`src/core/hrl_pkg.sv`:
```
// Purpose: Shared constants and types for the hub reset and link power control
// Assumes: 100 MHz core clock
// Notes: Latency counts are derived from the printed times
package hrl_pkg;

    // ----------------------------------------
    // Clock and timer widths
    // ----------------------------------------
    localparam int CLK_PERIOD_NS = 10;
    localparam int TMR_W = 19;
    localparam int POR_W = 16;

    // ----------------------------------------
    // Link latency times, as printed
    // ----------------------------------------
    localparam int L2_ENTRY_TIME_MS = 3;
    localparam int L2_EXIT_TIME_MS = 2;
    localparam int L1_ENTRY_TIME_US = 10;
    localparam int L1_EXIT_TIME_US = 50;

    // Approximate times keep the figure; strict bounds drop two, as the state step adds a cycle
    localparam logic [TMR_W-1:0] L2_ENTRY_CYCLES = TMR_W'(L2_ENTRY_TIME_MS * 1000000 / CLK_PERIOD_NS);
    localparam logic [TMR_W-1:0] L2_EXIT_CYCLES = TMR_W'(L2_EXIT_TIME_MS * 1000000 / CLK_PERIOD_NS);
    localparam logic [TMR_W-1:0] L1_ENTRY_CYCLES = TMR_W'(L1_ENTRY_TIME_US * 1000 / CLK_PERIOD_NS - 2);
    localparam logic [TMR_W-1:0] L1_EXIT_CYCLES = TMR_W'(L1_EXIT_TIME_US * 1000 / CLK_PERIOD_NS - 2);

    // Power-on hold, no figure given; plain default
    localparam logic [POR_W-1:0] POR_CYCLES = 16'h03e8;

    // ----------------------------------------
    // Reset values
    // ----------------------------------------
    localparam logic [6:0] ADDR_DEFAULT = 7'h00;
    localparam logic [7:0] CONFIG_UNCONFIGURED = 8'h00;

    // ----------------------------------------
    // Link power states
    // ----------------------------------------
    typedef enum logic [6:0] {
        LINK_L0       = 7'h01,
        LINK_L1_ENTER = 7'h02,
        LINK_L1       = 7'h04,
        LINK_L1_EXIT  = 7'h08,
        LINK_L2_ENTER = 7'h10,
        LINK_L2       = 7'h20,
        LINK_L2_EXIT  = 7'h40
    } hrl_link_t;

    function automatic logic is_suspend_side(input hrl_link_t s);
        return (s == LINK_L2_ENTER) || (s == LINK_L2) || (s == LINK_L2_EXIT);
    endfunction

endpackage

```
`src/core/hrl_lat_timer.sv`:
```
// Purpose: Down counter timing one link state latency
// Assumes: A load of zero idles the counter with no expiry
// Notes: Expiry is a one-cycle pulse from a flop
`timescale 1ns/1ps
module hrl_lat_timer (
    // Clock and reset
    input wire logic i_clock,
    input wire logic i_arst_n,
    // Control
    input wire logic i_load,
    input wire logic [hrl_pkg::TMR_W-1:0] i_value,
    // Status
    output logic o_expired
);

    typedef struct packed {
        logic [hrl_pkg::TMR_W-1:0] cnt;
        logic expired;
    } hrl_tmr_state_t;

    hrl_tmr_state_t s;
    hrl_tmr_state_t next_s;

    always_comb begin
        next_s = s;
        next_s.expired = 1'b0;
        if (i_load) begin
            next_s.cnt = i_value;
        end else if (s.cnt != '0) begin
            next_s.cnt = s.cnt - 1'b1;
            next_s.expired = (s.cnt == hrl_pkg::TMR_W'(1));
        end
    end

    always_ff @(posedge i_clock or negedge i_arst_n) begin
        if (!i_arst_n) begin
            s <= '0;
        end else begin
            s <= next_s;
        end
    end

    assign o_expired = s.expired;

endmodule

```
`src/core/hrl_reset_link_ctrl.sv`:
```
// Purpose: Chip reset combining and link power state control of a hub
// Assumes: All inputs synchronous to i_clock; i_arst_n is the power-on reset
// Notes: Notes on behaviour
// Notes on behaviour
// Power-on, the external reset pin and an upstream bus reset are all recognised as reset sources.
// After power comes up a timer holds the internal reset for the power-on period, then releases it.
// While the external reset pin is low the device sits in low-current standby.
// External reset disables the PHY and floats all differential pairs.
// External reset aborts every transaction at once and keeps no earlier state.
// External reset returns every internal register to its default; the code keeps the power-on count por_cnt as it was.
// External reset stops the crystal oscillator and the PLL for as long as it is held.
// An upstream bus reset sets the device address to zero.
// An upstream bus reset leaves the device unconfigured until the host configures it again.
// A bus reset that arrives while suspended brings the link back to the on state.
// A reset from upstream is never passed to downstream devices.
// The link has three power states: on, sleep and suspend.
// Suspend is entered in about 3 ms and left about 2 ms after resume signalling begins.
// Sleep is entered in under 10 us and left in under 50 us.
// Sleep and suspend are only reached from the on state, never from each other.
`timescale 1ns/1ps
module hrl_reset_link_ctrl #(
    parameter logic [hrl_pkg::TMR_W-1:0] L2_ENTRY_CYCLES = hrl_pkg::L2_ENTRY_CYCLES,
    parameter logic [hrl_pkg::TMR_W-1:0] L2_EXIT_CYCLES = hrl_pkg::L2_EXIT_CYCLES,
    parameter logic [hrl_pkg::TMR_W-1:0] L1_EXIT_CYCLES = hrl_pkg::L1_EXIT_CYCLES
) (
    // Clock and power-on reset
    input wire logic i_clock,
    input wire logic i_arst_n,
    // Reset sources
    input wire logic i_ext_reset_n,
    input wire logic i_bus_reset,
    // Host requests
    input wire logic i_set_address,
    input wire logic [6:0] i_address,
    input wire logic i_set_config,
    input wire logic [7:0] i_config,
    input wire logic i_sleep_req,
    input wire logic i_wake_req,
    input wire logic i_suspend_req,
    input wire logic i_resume,
    // Chip controls
    output logic o_int_reset,
    output logic o_standby,
    output logic o_phy_enable,
    output logic o_diff_hiz,
    output logic o_xtal_enable,
    output logic o_pll_enable,
    output logic o_abort,
    output logic o_downstream_reset,
    // Device state
    output logic [6:0] o_address,
    output logic [7:0] o_config,
    output logic o_configured,
    output hrl_pkg::hrl_link_t o_link_state
);

    // ----------------------------------------
    // State
    // ----------------------------------------
    typedef struct packed {
        logic [hrl_pkg::POR_W-1:0] por_cnt;
        logic int_reset;
        logic standby;
        logic phy_en;
        logic hiz;
        logic xtal_en;
        logic pll_en;
        logic abort;
        logic dn_reset;
        logic [6:0] address;
        logic [7:0] config_val;
        logic configured;
        hrl_pkg::hrl_link_t link;
    } hrl_ctrl_state_t;

    hrl_ctrl_state_t s;
    hrl_ctrl_state_t next_s;
    logic tmr_load;
    logic [hrl_pkg::TMR_W-1:0] tmr_value;
    logic tmr_expired;

    hrl_lat_timer u_timer (
        .i_clock(i_clock),
        .i_arst_n(i_arst_n),
        .i_load(tmr_load),
        .i_value(tmr_value),
        .o_expired(tmr_expired)
    );

    // ----------------------------------------
    // Next state
    // ----------------------------------------
    always_comb begin
        next_s = s;
        tmr_load = 1'b0;
        tmr_value = '0;
        next_s.dn_reset = 1'b0;
        next_s.abort = 1'b0;
        if (!i_ext_reset_n) begin
            // Pin reset wipes everything except the power-on count, which keeps its value even if unfinished
            next_s.int_reset = 1'b1;
            next_s.standby = 1'b1;
            next_s.phy_en = 1'b0;
            next_s.hiz = 1'b1;
            next_s.abort = 1'b1;
            next_s.xtal_en = 1'b0;
            next_s.pll_en = 1'b0;
            next_s.address = hrl_pkg::ADDR_DEFAULT;
            next_s.config_val = hrl_pkg::CONFIG_UNCONFIGURED;
            next_s.configured = 1'b0;
            next_s.link = hrl_pkg::LINK_L0;
            // Latency count is state too; clear it so no stale expiry survives
            tmr_load = 1'b1;
            tmr_value = '0;
        end else if (s.por_cnt != hrl_pkg::POR_CYCLES) begin
            // Clocks run while the power-on timer holds reset
            next_s.por_cnt = s.por_cnt + 1'b1;
            next_s.int_reset = 1'b1;
            next_s.standby = 1'b0;
            next_s.xtal_en = 1'b1;
            next_s.pll_en = 1'b1;
        end else begin
            next_s.int_reset = 1'b0;
            next_s.standby = 1'b0;
            next_s.xtal_en = 1'b1;
            next_s.pll_en = 1'b1;
            next_s.phy_en = 1'b1;
            next_s.hiz = 1'b0;
            if (i_bus_reset) begin
                next_s.address = hrl_pkg::ADDR_DEFAULT;
                next_s.config_val = hrl_pkg::CONFIG_UNCONFIGURED;
                next_s.configured = 1'b0;
                if (hrl_pkg::is_suspend_side(s.link)) begin
                    next_s.link = hrl_pkg::LINK_L0;
                    tmr_load = 1'b1;
                    tmr_value = '0;
                end
            end else begin
                if (i_set_address) begin
                    next_s.address = i_address;
                end
                if (i_set_config) begin
                    next_s.config_val = i_config;
                    next_s.configured = (i_config != hrl_pkg::CONFIG_UNCONFIGURED);
                end
            end
            if (!(i_bus_reset && hrl_pkg::is_suspend_side(s.link))) begin
                case (s.link)
                    hrl_pkg::LINK_L0: begin
                        // Sleep wins when both low-power requests arrive together
                        if (i_sleep_req) begin
                            tmr_load = 1'b1;
                            tmr_value = hrl_pkg::L1_ENTRY_CYCLES;
                            next_s.link = hrl_pkg::LINK_L1_ENTER;
                        end else if (i_suspend_req) begin
                            tmr_load = 1'b1;
                            tmr_value = L2_ENTRY_CYCLES;
                            next_s.link = hrl_pkg::LINK_L2_ENTER;
                        end
                    end
                    hrl_pkg::LINK_L1_ENTER: begin
                        if (tmr_expired) begin
                            next_s.link = hrl_pkg::LINK_L1;
                        end
                    end
                    hrl_pkg::LINK_L1: begin
                        // Only a wake leaves sleep; suspend must go via the on state
                        if (i_wake_req) begin
                            tmr_load = 1'b1;
                            tmr_value = L1_EXIT_CYCLES;
                            next_s.link = hrl_pkg::LINK_L1_EXIT;
                        end
                    end
                    hrl_pkg::LINK_L1_EXIT: begin
                        if (tmr_expired) begin
                            next_s.link = hrl_pkg::LINK_L0;
                        end
                    end
                    hrl_pkg::LINK_L2_ENTER: begin
                        if (tmr_expired) begin
                            next_s.link = hrl_pkg::LINK_L2;
                        end
                    end
                    hrl_pkg::LINK_L2: begin
                        if (i_resume) begin
                            tmr_load = 1'b1;
                            tmr_value = L2_EXIT_CYCLES;
                            next_s.link = hrl_pkg::LINK_L2_EXIT;
                        end
                    end
                    hrl_pkg::LINK_L2_EXIT: begin
                        if (tmr_expired) begin
                            next_s.link = hrl_pkg::LINK_L0;
                        end
                    end
                    default: begin
                        next_s.link = hrl_pkg::LINK_L0;
                    end
                endcase
            end
        end
    end

    // ----------------------------------------
    // Registers
    // ----------------------------------------
    always_ff @(posedge i_clock or negedge i_arst_n) begin
        if (!i_arst_n) begin
            s <= '{por_cnt: '0, int_reset: 1'b1, standby: 1'b0, phy_en: 1'b0, hiz: 1'b1,
                   xtal_en: 1'b1, pll_en: 1'b1, abort: 1'b1, dn_reset: 1'b0,
                   address: hrl_pkg::ADDR_DEFAULT, config_val: hrl_pkg::CONFIG_UNCONFIGURED,
                   configured: 1'b0, link: hrl_pkg::LINK_L0};
        end else begin
            s <= next_s;
        end
    end

    assign o_int_reset = s.int_reset;
    assign o_standby = s.standby;
    assign o_phy_enable = s.phy_en;
    assign o_diff_hiz = s.hiz;
    assign o_xtal_enable = s.xtal_en;
    assign o_pll_enable = s.pll_en;
    assign o_abort = s.abort;
    assign o_downstream_reset = s.dn_reset;
    assign o_address = s.address;
    assign o_config = s.config_val;
    assign o_configured = s.configured;
    assign o_link_state = s.link;
endmodule

```
`config.mk`:
```
export PLATFORM = sky130hd
export DESIGN_NAME = hrl_reset_link_ctrl
export DESIGN_NICKNAME = d
export VERILOG_FILES = /design/src/core/hrl_pkg.sv /design/src/core/hrl_lat_timer.sv /design/src/core/hrl_reset_link_ctrl.sv
export SDC_FILE = /design/constraint.sdc
export NUM_CORES = 1
export LEC_CHECK = 0
export BUFFER_PORTS_ARGS = -buffer_cell sky130_fd_sc_hd__buf_2
export CORE_ASPECT_RATIO = 0.7
export CORE_MARGIN = 3
export CORE_UTILIZATION = 30
export CTS_BUF_LIST = sky130_fd_sc_hd__clkbuf_8
export DETAILED_ROUTE_END_ITERATION = 10
export PLACE_DENSITY_LB_ADDON = 0.3
export RECOVER_POWER = 25
export SYNTH_ARGS = -nofsm -noshare
export SYNTH_HDL_FRONTEND = slang
export SYNTH_HIERARCHICAL = 1
export SYNTH_SLANG_ARGS = --single-unit
```
`constraint.sdc`:
```
create_clock -name i_clock -period 7 [get_ports i_clock]
set_input_delay 0.35 -clock i_clock [delete_from_list [all_inputs] [get_ports i_clock]]
set_output_delay 0.35 -clock i_clock [all_outputs]
set_load 0.01 [all_outputs]
```
# Yosys cells after proc, flatten, opt, wreduce, memory -nomap -nowiden

Index checks and enable logic that the tools add are counted.

Flip-flop bits (word level): 66
Latch bits: 0
Memory bits (writable): 0
Memory bits (read-only): 0
Input port bits: 25
Output and inout bits: 31
Word-level logic and storage cells: 79
Memories: 0

$add $sub $neg: 2
Multiply operators: 0
Div/mod/pow operators: 0
Magnitude comparators: 0
Equality and inequality tests: 12
Shift-type cells: 0
Multiplexer cells: 41
Bitwise logic cells: 0
Reduce and logical (&&, ||, !) cells: 10

Operators with widths:

| operator                                             | count |
|---|---|
| 2-to-1 mux 19 bit                                    | 6 |
| 2-to-1 mux 7 bit                                     | 11 |
| one-hot mux 19 bit (3 select lines)                  | 1 |
| 2-to-1 mux 23 bit                                    | 2 |
| one-hot mux 7 bit (6 select lines)                   | 1 |
| 2-to-1 mux 20 bit                                    | 1 |
| equality test 19 x 1 -> 1 bit, second input constant | 1 |
| nonzero test 19 bit                                  | 1 |
| subtractor 19 x 1 -> 19 bit, second input constant   | 1 |
| 2-to-1 mux 18 bit                                    | 1 |
| adder 16 x 1 -> 16 bit, second input constant        | 1 |
| 2-to-1 mux 16 bit                                    | 1 |
| != test 16 x 10 -> 1 bit, second input constant      | 1 |
| 2-to-1 mux 13 bit                                    | 1 |
| 2-to-1 mux 1 bit                                     | 11 |
| 2-to-1 mux 9 bit                                     | 1 |
| nonzero test 8 bit                                   | 1 |
| equality test 7 x 1 -> 1 bit, second input constant  | 1 |
| equality test 7 x 2 -> 1 bit, second input constant  | 1 |
| equality test 7 x 3 -> 1 bit, second input constant  | 1 |
| equality test 7 x 4 -> 1 bit, second input constant  | 1 |
| equality test 7 x 5 -> 1 bit, second input constant  | 1 |
| equality test 7 x 6 -> 1 bit, second input constant  | 1 |
| equality test 7 bit, second input constant           | 1 |
| other kinds (10)                                     | 15 |

# Depth between registers and ports, before layout

Gate-level depths: netlist (run 1).

Depth after elaboration: 12
Depth in mapped cells: 10
Mapped depth without buffers: 9

# Hierarchy

The synthesis (run 1) kept the hierarchy.

By module, submodules not included:

| module              | instances | cells each | area each (um^2) | seq. area each (um^2) |
|---|---|---|---|---|
| hrl_reset_link_ctrl | 1         | 245        | 2565.0           | 1132.3 |
| hrl_lat_timer       | 1         | 121        | 1136.1           | 500.5 |

# Worst setup path after synthesis (run 1)

Ideal clock, no wire load.

Path kind: flip-flop to flip-flop
From: register s (netlist bit o_link_state[6])
To: register u_timer/s[1] (netlist bit)
Setup time: 0.136 ns
Arrival: 2.458 ns
Required time: 6.864 ns
Slack: 4.405 ns
Cell stages (with the launch flop): 10
Path buffers: 3
Period minus slack after synthesis: 2.595 ns
Cell sequence: dfrtp_1 -> buf_2 -> or4_4 -> nor3_1 -> o21ai_1 -> a41o_1 -> nand2_1 -> clkbuf_1 -> clkbuf_1 -> o21ai_0

Longest elaborated chain between the ends: 12
Elaborated cells on any way between the ends: 24
Those cells by class: eq/ne (5); mux (15); reduce/logical (4)

Ends and longest elaborated chain:

| what                                                                                | RTL line                                  | text |
|---|---|---|
| from (decl)                                                                         | hrl_reset_link_ctrl.sv:76                 | `hrl_ctrl_state_t s;` |
| from (signal assigned)                                                              | hrl_reset_link_ctrl.sv:209                | `s <= '{por_cnt: '0, int_reset: 1'b1, standby: 1'b0, phy_en: 1'b0, hiz: 1'b1,` |
| from (signal assigned)                                                              | hrl_reset_link_ctrl.sv:214                | `s <= next_s;` |
| equality test 7 x 5 -> 1 bit / equality test 7 x 6 -> 1 bit (equally long branches) | hrl_pkg.sv:50, hrl_reset_link_ctrl.sv:148 |  |
| logical OR 1 bit (2 in a row)                                                       | hrl_pkg.sv:50                             | `return (s == LINK_L2_ENTER) \|\| (s == LINK_L2) \|\| (s == LINK_L2_EXIT);` |
| 2-to-1 mux 1 bit                                                                    | hrl_reset_link_ctrl.sv:133                | `if (hrl_pkg::is_suspend_side(s.link)) begin` |
| 2-to-1 mux 1 bit                                                                    | hrl_reset_link_ctrl.sv:129                | `if (i_bus_reset) begin` |
| 2-to-1 mux 1 bit                                                                    | hrl_reset_link_ctrl.sv:155                | `end else if (i_suspend_req) begin` |
| 2-to-1 mux 1 bit                                                                    | hrl_reset_link_ctrl.sv:151                | `if (i_sleep_req) begin` |
| one-hot mux 1 bit (3 select lines)                                                  | hrl_reset_link_ctrl.sv:148                | `case (s.link)` |
| 2-to-1 mux 1 bit (*)                                                                | hrl_reset_link_ctrl.sv:147                | `if (!(i_bus_reset && hrl_pkg::is_suspend_side(s.link))) begin` |
| 2-to-1 mux 1 bit (*)                                                                | hrl_reset_link_ctrl.sv:115                | `end else if (s.por_cnt != hrl_pkg::POR_CYCLES) begin` |
| 2-to-1 mux 1 bit (*)                                                                | hrl_reset_link_ctrl.sv:99                 | `if (!i_ext_reset_n) begin` |
| named net tmr_load                                                                  | hrl_reset_link_ctrl.sv:78                 | `logic tmr_load;` |
| 2-to-1 mux 19 bit / nonzero test 2 bit (equally long branches)                      | n/a                                       |  |
| to (signal assigned)                                                                | hrl_lat_timer.sv:39                       | `s <= next_s;` |
| to (decl)                                                                           | hrl_lat_timer.sv:21                       | `hrl_tmr_state_t s;` |

The timed path passes the listed nets; every way through them passes the cells marked *.
A chain may end at the register's enable or synchronous reset.

# Worst setup path after layout (run 1)

From: register s (netlist bit o_link_state[5])
To: register u_timer/s[10] (netlist bit)

The elaborated chain is that of the path after synthesis.

==> reports/summary.txt, run 1 <==
RSZ-0062 raised after global routing = no
ANT cells = 0
DP Area = 3920 µm²
Post-layout min period = 3310 ps
Most frequent cells in the layout = dfrtp_1 (60), buf_2 (53), nand2_1 (29)
Internal Power = 0.709 mW
Area share of the largest cell type after synthesis = 40.6%
Critical Path Start Type = flip-flop
Syn Area/Cell = 10.1 µm²
Die Y = 98.9 µm
Die width = 139 µm
Fmax = 302 MHz
YS warnings = 6
Register area = 1630 µm²
Starting Density = 31.1%
Failing checks = max-capacitance violations, max-slew violations
Routed via count = 2,815
Initial antenna violation count = 0
Routed Antenna Nets = 0
CORE AREA = 11,900 µm²
Flop pwr share = 45.6%
Leading area contributor after synthesis = dfrtp_1
Pleak = 1.89 nW
# port buffers = 54
Largest net degree at the start of global routing = 66
Worst EP arrival = 3540 ps
Worst hold-check path type = primary input to flip-flop
Internal reg-to-reg setup slack = 3690 ps
GR Overflow Total = 0
Sw Ratio = 30.1%
Synth area leaders = dfrtp_1 (41%), buf_4 (5.3%), xor2_1 (4.7%)
Post-CTS Setup Bufs = 0
1st-iter DRT viols = 143
Fill count = 1,225
Gr usage total = 13.2%
Max_slew headroom = -132%
CP Max Fanout = 26
Reg clk slew, reported paths = 80 ps
Top-Level Pins = 56
DRC = 0
Period utilization = 47.3%
CTS root buf = clkbuf_8
Worst slew pin tran = 3480 ps
Power density cells = 245 nW/µm²
Clock sink count = 65
Critical Path End Type = flip-flop
Routed len/inst = 15.4 µm
FF+latch count, synth = 65
Post-CTS sizing = 0
Final Hold Viols = 0
Status = finished with violations
Maxcap violations = 1
Post-Syn Instances = 366
# setup viols final = 0
Drt total wl = 8600 µm
DPL Wire Length = 6260 µm
Multi-input gate area = 1770 µm²
Clk_lat worst skew = 360 ps
Hold_buf cts = 0
Site row count = 33
Final Cell Area = 4140 µm²
Final TNS setup = 0 ps
GPL Wtd Cong = 0.846
Clock share of power = 36.3%
Yosys cell types = 67
H-tree levels = 3
Synth-to-layout area growth = 11.9%
Share of layout cells above drive strength 1 = 23.4%
Worst path required time = 7230 ps
Skew final = 11.0 ps
Sw Pwr = 0.305 mW
Detailed Routing Iterations Pass 1 = 4
Clock Tree Buf Depth = 2
Most used DFF post-synth = dfrtp_1
Most common cell after layout, fill and taps aside = dfrtp_1
Fin nets = 427
Mapped Area = 3700 µm²
Post-synthesis sequential area ratio = 44.1%
Crit Path Category = flip-flop to flip-flop
VDD IR-drop max = 0.0000856 V
Die footprint = 13,700 µm²
Power share of the combinational group = 18.2%
First-pass GRT wire length = 14,400 µm
EDFF count, synth = 0
Inserted Clock Buffers = 9
CTS tree = built
Async SR Flop Fraction = 100%
Vias in the first global route = 2,694
Max-slew violation count = 66
Vias per cell = 5.04
==> cell usage after synthesis, drive strengths merged (2+ instances only) <==
cell type   n
a21o        2
buf        31
and4        6
a31oi       3
inv        12
xnor2      16
o21ai      20
clkbuf      9
and3        5
o211ai      3
o32ai       2
dfrtp      60
or4         4
nand4       8
or4b        2
nor3       11
nor4       12
a21oi       9
xor2       20
a41o        2
and2        3
or3         5
nand2      30
nor2       19
ha          5
o31ai       4
a41oi       3
a22o       15
nand3      12
nand2b      2
nor4b       2
nor3b       5
dfstp       5
==> power by group through the flow <==
stage	clock network (mW)	logic, mW	registers, mW
finish	0.368	0.184	0.462
floorplan	0	0.144	0.456
global route	0.400	0.207	0.468
CTS	0.382	0.184	0.461
global placement	0	0.181	0.467
detailed placement	0	0.184	0.467
==> path summary, 6_finish.rpt <==
path,startpoint,to,cells after the start
min reg2reg,s[40]$_DFFE_PN0P_,s[40]$_DFFE_PN0P_,1
max,o_link_state[5]$_DFFE_PN0N_,u_timer/s[10]$_DFFE_PN0P_,7
min,i_address[6],o_address[6]$_DFFE_PN0P_,2
max in group asynchronous,i_arst_n,s[42]$_DFFE_PN0P_,2
max reg2reg,o_link_state[5]$_DFFE_PN0N_,u_timer/s[10]$_DFFE_PN0P_,7
min in group asynchronous,i_arst_n,o_config[5]$_DFFE_PN0P_,2
==> layer usage <==
metal / GRT usage, % / up-vias / wire length (µm)
li1: - / 1355 / -
met1: 19.8 / 1371 / 4520
met2: 17.2 / 78 / 3440
met3: 5.33 / 11 / 541
met4: 3.68 / 0 / 104
met5: 0 / - / 0
==> state kept, by name (all words and copies together) (netlist names), 7 cells and up <==
signal,cells
o_config,8
u_timer/s,19
o_link_state,7
o_address,7
s,16
==> layout make-up <==
cell class	instances	share of cell area [%]
Clock inverter	6	2.18
Inverter	12	1.09
Sequential cell	65	39.4
Tap cell	157	4.74
Clock buffer	10	3.32
Multi-Input combinational cell	254	42.6
Timing Repair Buffer	55	6.59
==> metrics by stage <==
stage	worst slack [ps]	hold WS (ps)	utilization (%)	instances	total power, mW
5_1_grt	2950	184	34.8	559	1.07
4_1_cts	3700	138	34.9	559	1.03
6_report	3690	207	34.8	559	1.01
3_5_place_dp	3710	477	32.9	543	0.651
2_1_floorplan	4410	54.4	-	371	0.600
3_3_place_gp	3840	470	32.9	543	0.648
==> cell families after synthesis <==
group,share of synthesized area [%]
compound gates,14.7
flops,44.1
xor+xnor,8.52
buf+inv,8.69
fa+ha+maj,1.69
simple gates,21.6
other cells,0.101
mux,0.575
==> worst max-delay path, stage by stage, from the launching register on <==
cell and delay [ps]:
dfrtp_1 540, or4_4 610, nor3_1 360, o21ai_1 230, a41o_1 280, nand2_1 610, or2_2 400, o21ai_0 140
(Power assumes the default switching activity.)
==> run 2, diff against run 1 <==
==> constraint.sdc (replaced) <==
create_clock -name i_clock -period 3.1 [get_ports i_clock]
set_input_delay 0.155 -clock i_clock [delete_from_list [all_inputs] [get_ports i_clock]]
set_output_delay 0.155 -clock i_clock [all_outputs]
set_load 0.01 [all_outputs]
==> run 2 against run 1 <==
  * The flow still finishes with violations (max-capacitance violations, max-slew violations)
  * Power is 120% higher
  * Setup slack got worse by 3400 ps
  * Sequential power grew 130%
  * Core utilization rose by 0.27 points
  * Design area rose by 0.79%
  * Critical path type unchanged
  * Largest power group unchanged
==> reports/summary.txt, run 2 (synthesis gave the netlist of run 1 again) <==
Worst slew pin tran = 1650 ps
Worst path required time = 3340 ps
Vias per cell = 5.07
Share of layout cells above drive strength 1 = 22.0%
VDD IR-drop max = 0.000234 V
Final worst setup slack = 339 ps
DP Area = 3960 µm²
# placed instances = 549
CP Max Fanout = 17
Fmax = 362 MHz
Pre-CTS worst setup slack = 376 ps
Vias in the first global route = 2,687
Initial antenna violation count = 0
DRC = 0
Clk_lat worst skew = 360 ps
Layout Utilization = 35.1%
ANT cells = 0
Register area = 1630 µm²
Internal Power = 1.52 mW
Final Cell Area = 4170 µm²
Detailed Routing Iterations Pass 1 = 4
CTS root buf = clkbuf_8
Crit Path Category = flip-flop to flip-flop
Total power = 2.21 mW
Die footprint = 13,700 µm²
Die width = 139 µm
Largest Register = u_timer/s
H-tree levels = 3
Sw Pwr = 0.693 mW
Starting Density = 31.1%
Pleak = 1.88 nW
Fin cells = 567
Drt total wl = 9070 µm
Most frequent cells in the layout = dfrtp_1 (60), buf_2 (42), nand2_1 (29)
CTS tree = built
# port buffers = 54
RSZ-0062 raised after global routing = no
Max_slew headroom = -10.1%
Synth-to-layout area growth = 12.7%
Skew final = 7.52 ps
Multi-input gate area = 1770 µm²
Site row count = 33
Clock sink count = 65
Fin nets = 435
Clock Tree Buf Depth = 2
# setup viols final = 0
Max reg flops = 19
Inserted Clock Buffers = 9
Worst EP arrival = 3000 ps
Gr usage total = 13.4%
Post-layout min period = 2760 ps
Failing checks = max-capacitance violations, max-slew violations
GPL Wtd Cong = 0.857
Fill count = 1,238
First-pass GRT wire length = 14,700 µm
Largest net degree at the start of global routing = 30
Power density cells = 531 nW/µm²
Flop pwr share = 47.2%
Maxcap violations = 1
Final TNS setup = 0 ps
Routed Antenna Nets = 0
1st-iter DRT viols = 191
Post-CTS sizing = 0
Final Hold Viols = 0
Max-slew violation count = 30
Routed len/inst = 16.0 µm
Power share of the combinational group = 19.1%
Clock share of power = 33.7%
Status = finished with violations
Die Y = 98.9 µm
Critical Path End Type = flip-flop
Critical Path Start Type = flip-flop
Hold WS = 17.9 ps
Period utilization = 89.1%
GR Overflow Total = 0
Sw Ratio = 31.3%
Most common cell after layout, fill and taps aside = dfrtp_1
Reg clk slew, reported paths = 80 ps
CORE AREA = 11,900 µm²
Worst hold-check path type = primary input to flip-flop
Top-Level Pins = 56
Routed via count = 2,876
DPL Wire Length = 6840 µm
[run 2: worst paths after layout]
path	cells after the start	slack, ps	endpoint	start
setup / recovery	8	340	u_timer/o_expired$_DFF_PN0_	o_link_state[3]$_DFFE_PN0N_
hold / removal	2	20	o_address[6]$_DFFE_PN0P_	i_address[6]
setup reg to reg	8	340	u_timer/o_expired$_DFF_PN0_	o_link_state[3]$_DFFE_PN0N_
hold reg to reg	1	490	s[40]$_DFFE_PN0P_	s[40]$_DFFE_PN0P_
max in group asynchronous	3	1260	u_timer/s[6]$_DFFE_PN0P_	i_arst_n
min in group asynchronous	2	750	o_standby$_DFF_PN0_	i_arst_n
[run 2: power groups by stage]
stage | Clock, mW | Combinational [mW] | Sequential (mW)
after floorplan | 0 | 0.325 | 1.03
after global placement | 0 | 0.414 | 1.06
after detailed placement | 0 | 0.425 | 1.06
after CTS | 0.768 | 0.429 | 1.04
after global routing | 0.808 | 0.473 | 1.06
final | 0.745 | 0.423 | 1.05
[run 2: routing by layer]
layer	vias to the layer above	wire length (µm)	track usage [%]
li1	1377	-	-
met1	1407	4760	20.6
met2	83	3570	17.7
met3	9	626	4.70
met4	0	114	3.01
met5	-	0	0
[run 2: repair_timing]
action,in CTS,in global routing
hold buffers,2,0
setup buffers,0,0
endpoints found under the hold margin,24,0
[run 2: worst max-delay path, stage by stage (launching register included)]
cell	delay [ps]
dfrtp_1	480
or4_4	530
nor3_1	360
o21ai_1	230
a41o_1	290
nand2_1	220
buf_4	280
nor2_1	60
and4_1	200
[run 2: final cells by class]
cell class / instances / area share, %
Clock inverter: 6 / 1.62
Multi-Input combinational cell: 254 / 42.3
Tap cell: 157 / 4.71
Timing Repair Buffer: 63 / 7.86
Sequential cell: 65 / 39.1
Inverter: 12 / 1.08
Clock buffer: 10 / 3.30
==> run 3, diff against run 2 <==
--- a/config.mk
+++ b/config.mk
@@ -5,15 +5,15 @@
 export SDC_FILE = /design/constraint.sdc
 export NUM_CORES = 1
 export LEC_CHECK = 0
+export ABC_CLOCK_PERIOD_IN_PS = 3100
 export BUFFER_PORTS_ARGS = -buffer_cell sky130_fd_sc_hd__buf_2
 export CORE_ASPECT_RATIO = 0.7
 export CORE_MARGIN = 3
-export CORE_UTILIZATION = 30
+export CORE_UTILIZATION = 50
 export CTS_BUF_LIST = sky130_fd_sc_hd__clkbuf_8
 export DETAILED_ROUTE_END_ITERATION = 10
 export PLACE_DENSITY_LB_ADDON = 0.3
 export RECOVER_POWER = 25
 export SYNTH_ARGS = -nofsm -noshare
 export SYNTH_HDL_FRONTEND = slang
-export SYNTH_HIERARCHICAL = 1
 export SYNTH_SLANG_ARGS = --single-unit
==> run 3 against run 2 <==
  * The run still ends with max-capacitance violations, max-slew violations left
  * Largest power group unchanged
  * Largest cell class unchanged
  * Core utilization increased by 23 points
  * Highest routed layer unchanged
  * Routed wire length decreased by 8.9%
  * Maximum frequency increased by 12%
  * Combinational power increased by 120%
  * Global-route usage increased by 7.3 points
==> reports/summary.txt, run 3 <==
Post-synthesis sequential area ratio = 44.3%
Pleak = 1.86 nW
Hold EP = o_address[0]$_DFFE_PN0P_
Syn Area/Cell = 9.90 µm²
ANT cells = 0
Inserted Clock Buffers = 9
Area share of the largest cell type after synthesis = 40.8%
Fmax = 406 MHz
Power density cells = 699 nW/µm²
Pre-CTS worst setup slack = 641 ps
Post-layout min period = 2470 ps
Vias per cell = 5.87
Drt total wl = 8260 µm
Synth-to-layout area growth = 9.31%
Crit Path Category = flip-flop to flip-flop
Gr usage total = 20.7%
Reg clk slew, reported paths = 70 ps
First-pass GRT wire length = 13,600 µm
Hold WS = 35.3 ps
FF+latch count, synth = 65
Internal reg-to-reg setup slack = 630 ps
Fin cells = 499
Multi-input gate area = 1760 µm²
Worst path required time = 3310 ps
YS warnings = 0
Final TNS setup = 0 ps
Max_slew headroom = -62.3%
Site row count = 25
Clock Tree Buf Depth = 2
Routed len/inst = 16.6 µm
Critical Path End Type = flip-flop
CTS tree = built
Worst slew pin tran = 2430 ps
Skew final = 10.3 ps
Top-Level Pins = 56
Die footprint = 8450 µm²
Post-Syn Instances = 372
Most common cell after layout, fill and taps aside = dfrtp_1
Status = finished with violations
Final Cell Area = 4030 µm²
CP max stage delay = 480 ps
Critical-path cell list = inv_1, ha_1, or3b_1, nand3b_1, o21a_1, a21oi_4, or2b_4, o21ai_2
GR Overflow Total = 0
Commonest cells post-synth = dfrtp_1 (60), nor2_1 (33), buf_4 (24)
Fill count = 614
Register area = 1630 µm²
Final worst setup slack = 634 ps
Most frequent cell after synthesis = dfrtp_1
Syn Nets = 401
Die Y = 77.8 µm
RR Startpoint = s[31]$_DFFE_PN0P_
H-tree levels = 3
Vias in the first global route = 2,727
Clk_lat worst skew = 340 ps
Period utilization = 79.5%
Largest Register = u_timer.s
Maxcap violations = 1
CORE AREA = 6940 µm²
DRC = 0
Final Hold Viols = 0
Worst hold stages = 2
Failing checks = max-capacitance violations, max-slew violations
Mapped Area = 3680 µm²
Worst hold-check path type = primary input to flip-flop
Share of layout cells above drive strength 1 = 23.7%
Routed via count = 2,929
Worst reg-to-reg path cell count = 8
Initial antenna violation count = 0
DP Area = 3810 µm²
Detailed Routing Iterations Pass 1 = 5
Post-CTS Setup Bufs = 0
Max-slew violation count = 49
Critical Path Start Type = flip-flop
Leading area contributor after synthesis = dfrtp_1
Die width = 109 µm
CTS root buf = clkbuf_8
Max reg flops = 19
CP Max Fanout = 19
Clock sink count = 65
EDFF count, synth = 0
Critical R2R Capture = u_timer.s[8]$_DFFE_PN0P_
RSZ-0062 raised after global routing = no
1st-iter DRT viols = 120
Async SR Flop Fraction = 100%
Critical Path Slowest Stage Cell = a21oi_4
Fin nets = 430
Largest net degree at the start of global routing = 49
Worst EP arrival = 2680 ps
VDD IR-drop max = 0.000289 V
Most frequent cells in the layout = dfrtp_1 (60), buf_2 (52), nor2_1 (33)
Starting Density = 53.0%
GPL Wtd Cong = 0.867
DPL Wire Length = 6080 µm
Synth area leaders = dfrtp_1 (41%), buf_4 (4.9%), xnor2_1 (4.5%)
# placed instances = 483
Yosys cell types = 62
Launch point of the worst hold path = i_address[0]
# setup viols final = 0
# port buffers = 54
Most used DFF post-synth = dfrtp_1
Routed Antenna Nets = 0
run 3: cell types whose count changed in the layout (fill, tap and decap cells not counted), moves of 6 or more:
cell	change
buf_2	+10
clkbuf_1	-10
inv_1	-6
nand2_1	-6
nor2_1	+14
o21ai_1	-8
xor2_1	-6
run 3: where the power goes:
group / internal, mW / switching, mW / leakage (nW)
combinational: 0.417 / 0.514 / 0.904
sequential: 0.990 / 0.163 / 0.862
clock: 0.410 / 0.318 / 0.0937
run 3: cells by family after synthesis:
logic type,count (synthesis),share of synthesized area (%)
buf+inv,45,7.98
compound gates,75,14.7
mux,2,0.577
flops,65,44.3
simple gates,147,23.1
xor+xnor,33,7.85
other cells,1,0.102
fa+ha+maj,4,1.36
run 3: final cells by class:
| cell class | instances | area share, % |
|---|---|---|
| Tap cell | 94 | 2.92 |
| Timing Repair Buffer | 57 | 7.27 |
| Inverter | 6 | 0.559 |
| Multi-Input combinational cell | 262 | 43.6 |
| Clock buffer | 11 | 3.76 |
| Clock inverter | 4 | 1.31 |
| Sequential cell | 65 | 40.6 |
run 3: critical path: cells and delay by family (launching register included):
family,cells,cell delay [ps]
AOI/OAI and AO/OA,3,880
and+or+nand+nor,3,810
DFF,1,390
adders and majority gates,1,150
buffers and inverters,1,100
run 3: worst max path at each step:
stage                       from                       end  slack [ps]  cells past startpoint
2_1_floorplan  s[31]$_DFFE_PN0P_  u_timer.s[8]$_DFFE_PN0P_        1080                      9
4_1_cts        s[31]$_DFFE_PN0P_  u_timer.s[8]$_DFFE_PN0P_         630                      8
3_5_place_dp   s[31]$_DFFE_PN0P_  u_timer.s[8]$_DFFE_PN0P_         640                      8
3_3_place_gp   s[31]$_DFFE_PN0P_  u_timer.s[8]$_DFFE_PN0P_         750                      8
5_1_grt        s[31]$_DFFE_PN0P_  u_timer.s[8]$_DFFE_PN0P_         460                      8
6_report       s[31]$_DFFE_PN0P_  u_timer.s[8]$_DFFE_PN0P_         630                      8
run 3: stage by stage:
stage / util [%] / power (mW)
3_5_place_dp: 54.9 / 2.09
6_report: 58.0 / 2.81
3_3_place_gp: 54.9 / 2.05
4_1_cts: 58.0 / 2.83
2_1_floorplan: - / 1.88
5_1_grt: 58.0 / 3.00
run 3: what timing repair did:
item                                   CTS  global route
hold buffers                             1             0
endpoints found under the hold margin    1             0
resized for setup                        0             0
run 3: layer usage:
layer	track usage, %	vias to the layer above	wire [µm]	share of wire (%)
met5	0	-	0	0
met4	7.57	0	133	1.6
met3	5.24	15	551	6.7
met2	29.5	100	3670	44
met1	30.4	1446	3900	47
li1	-	1368	-	-
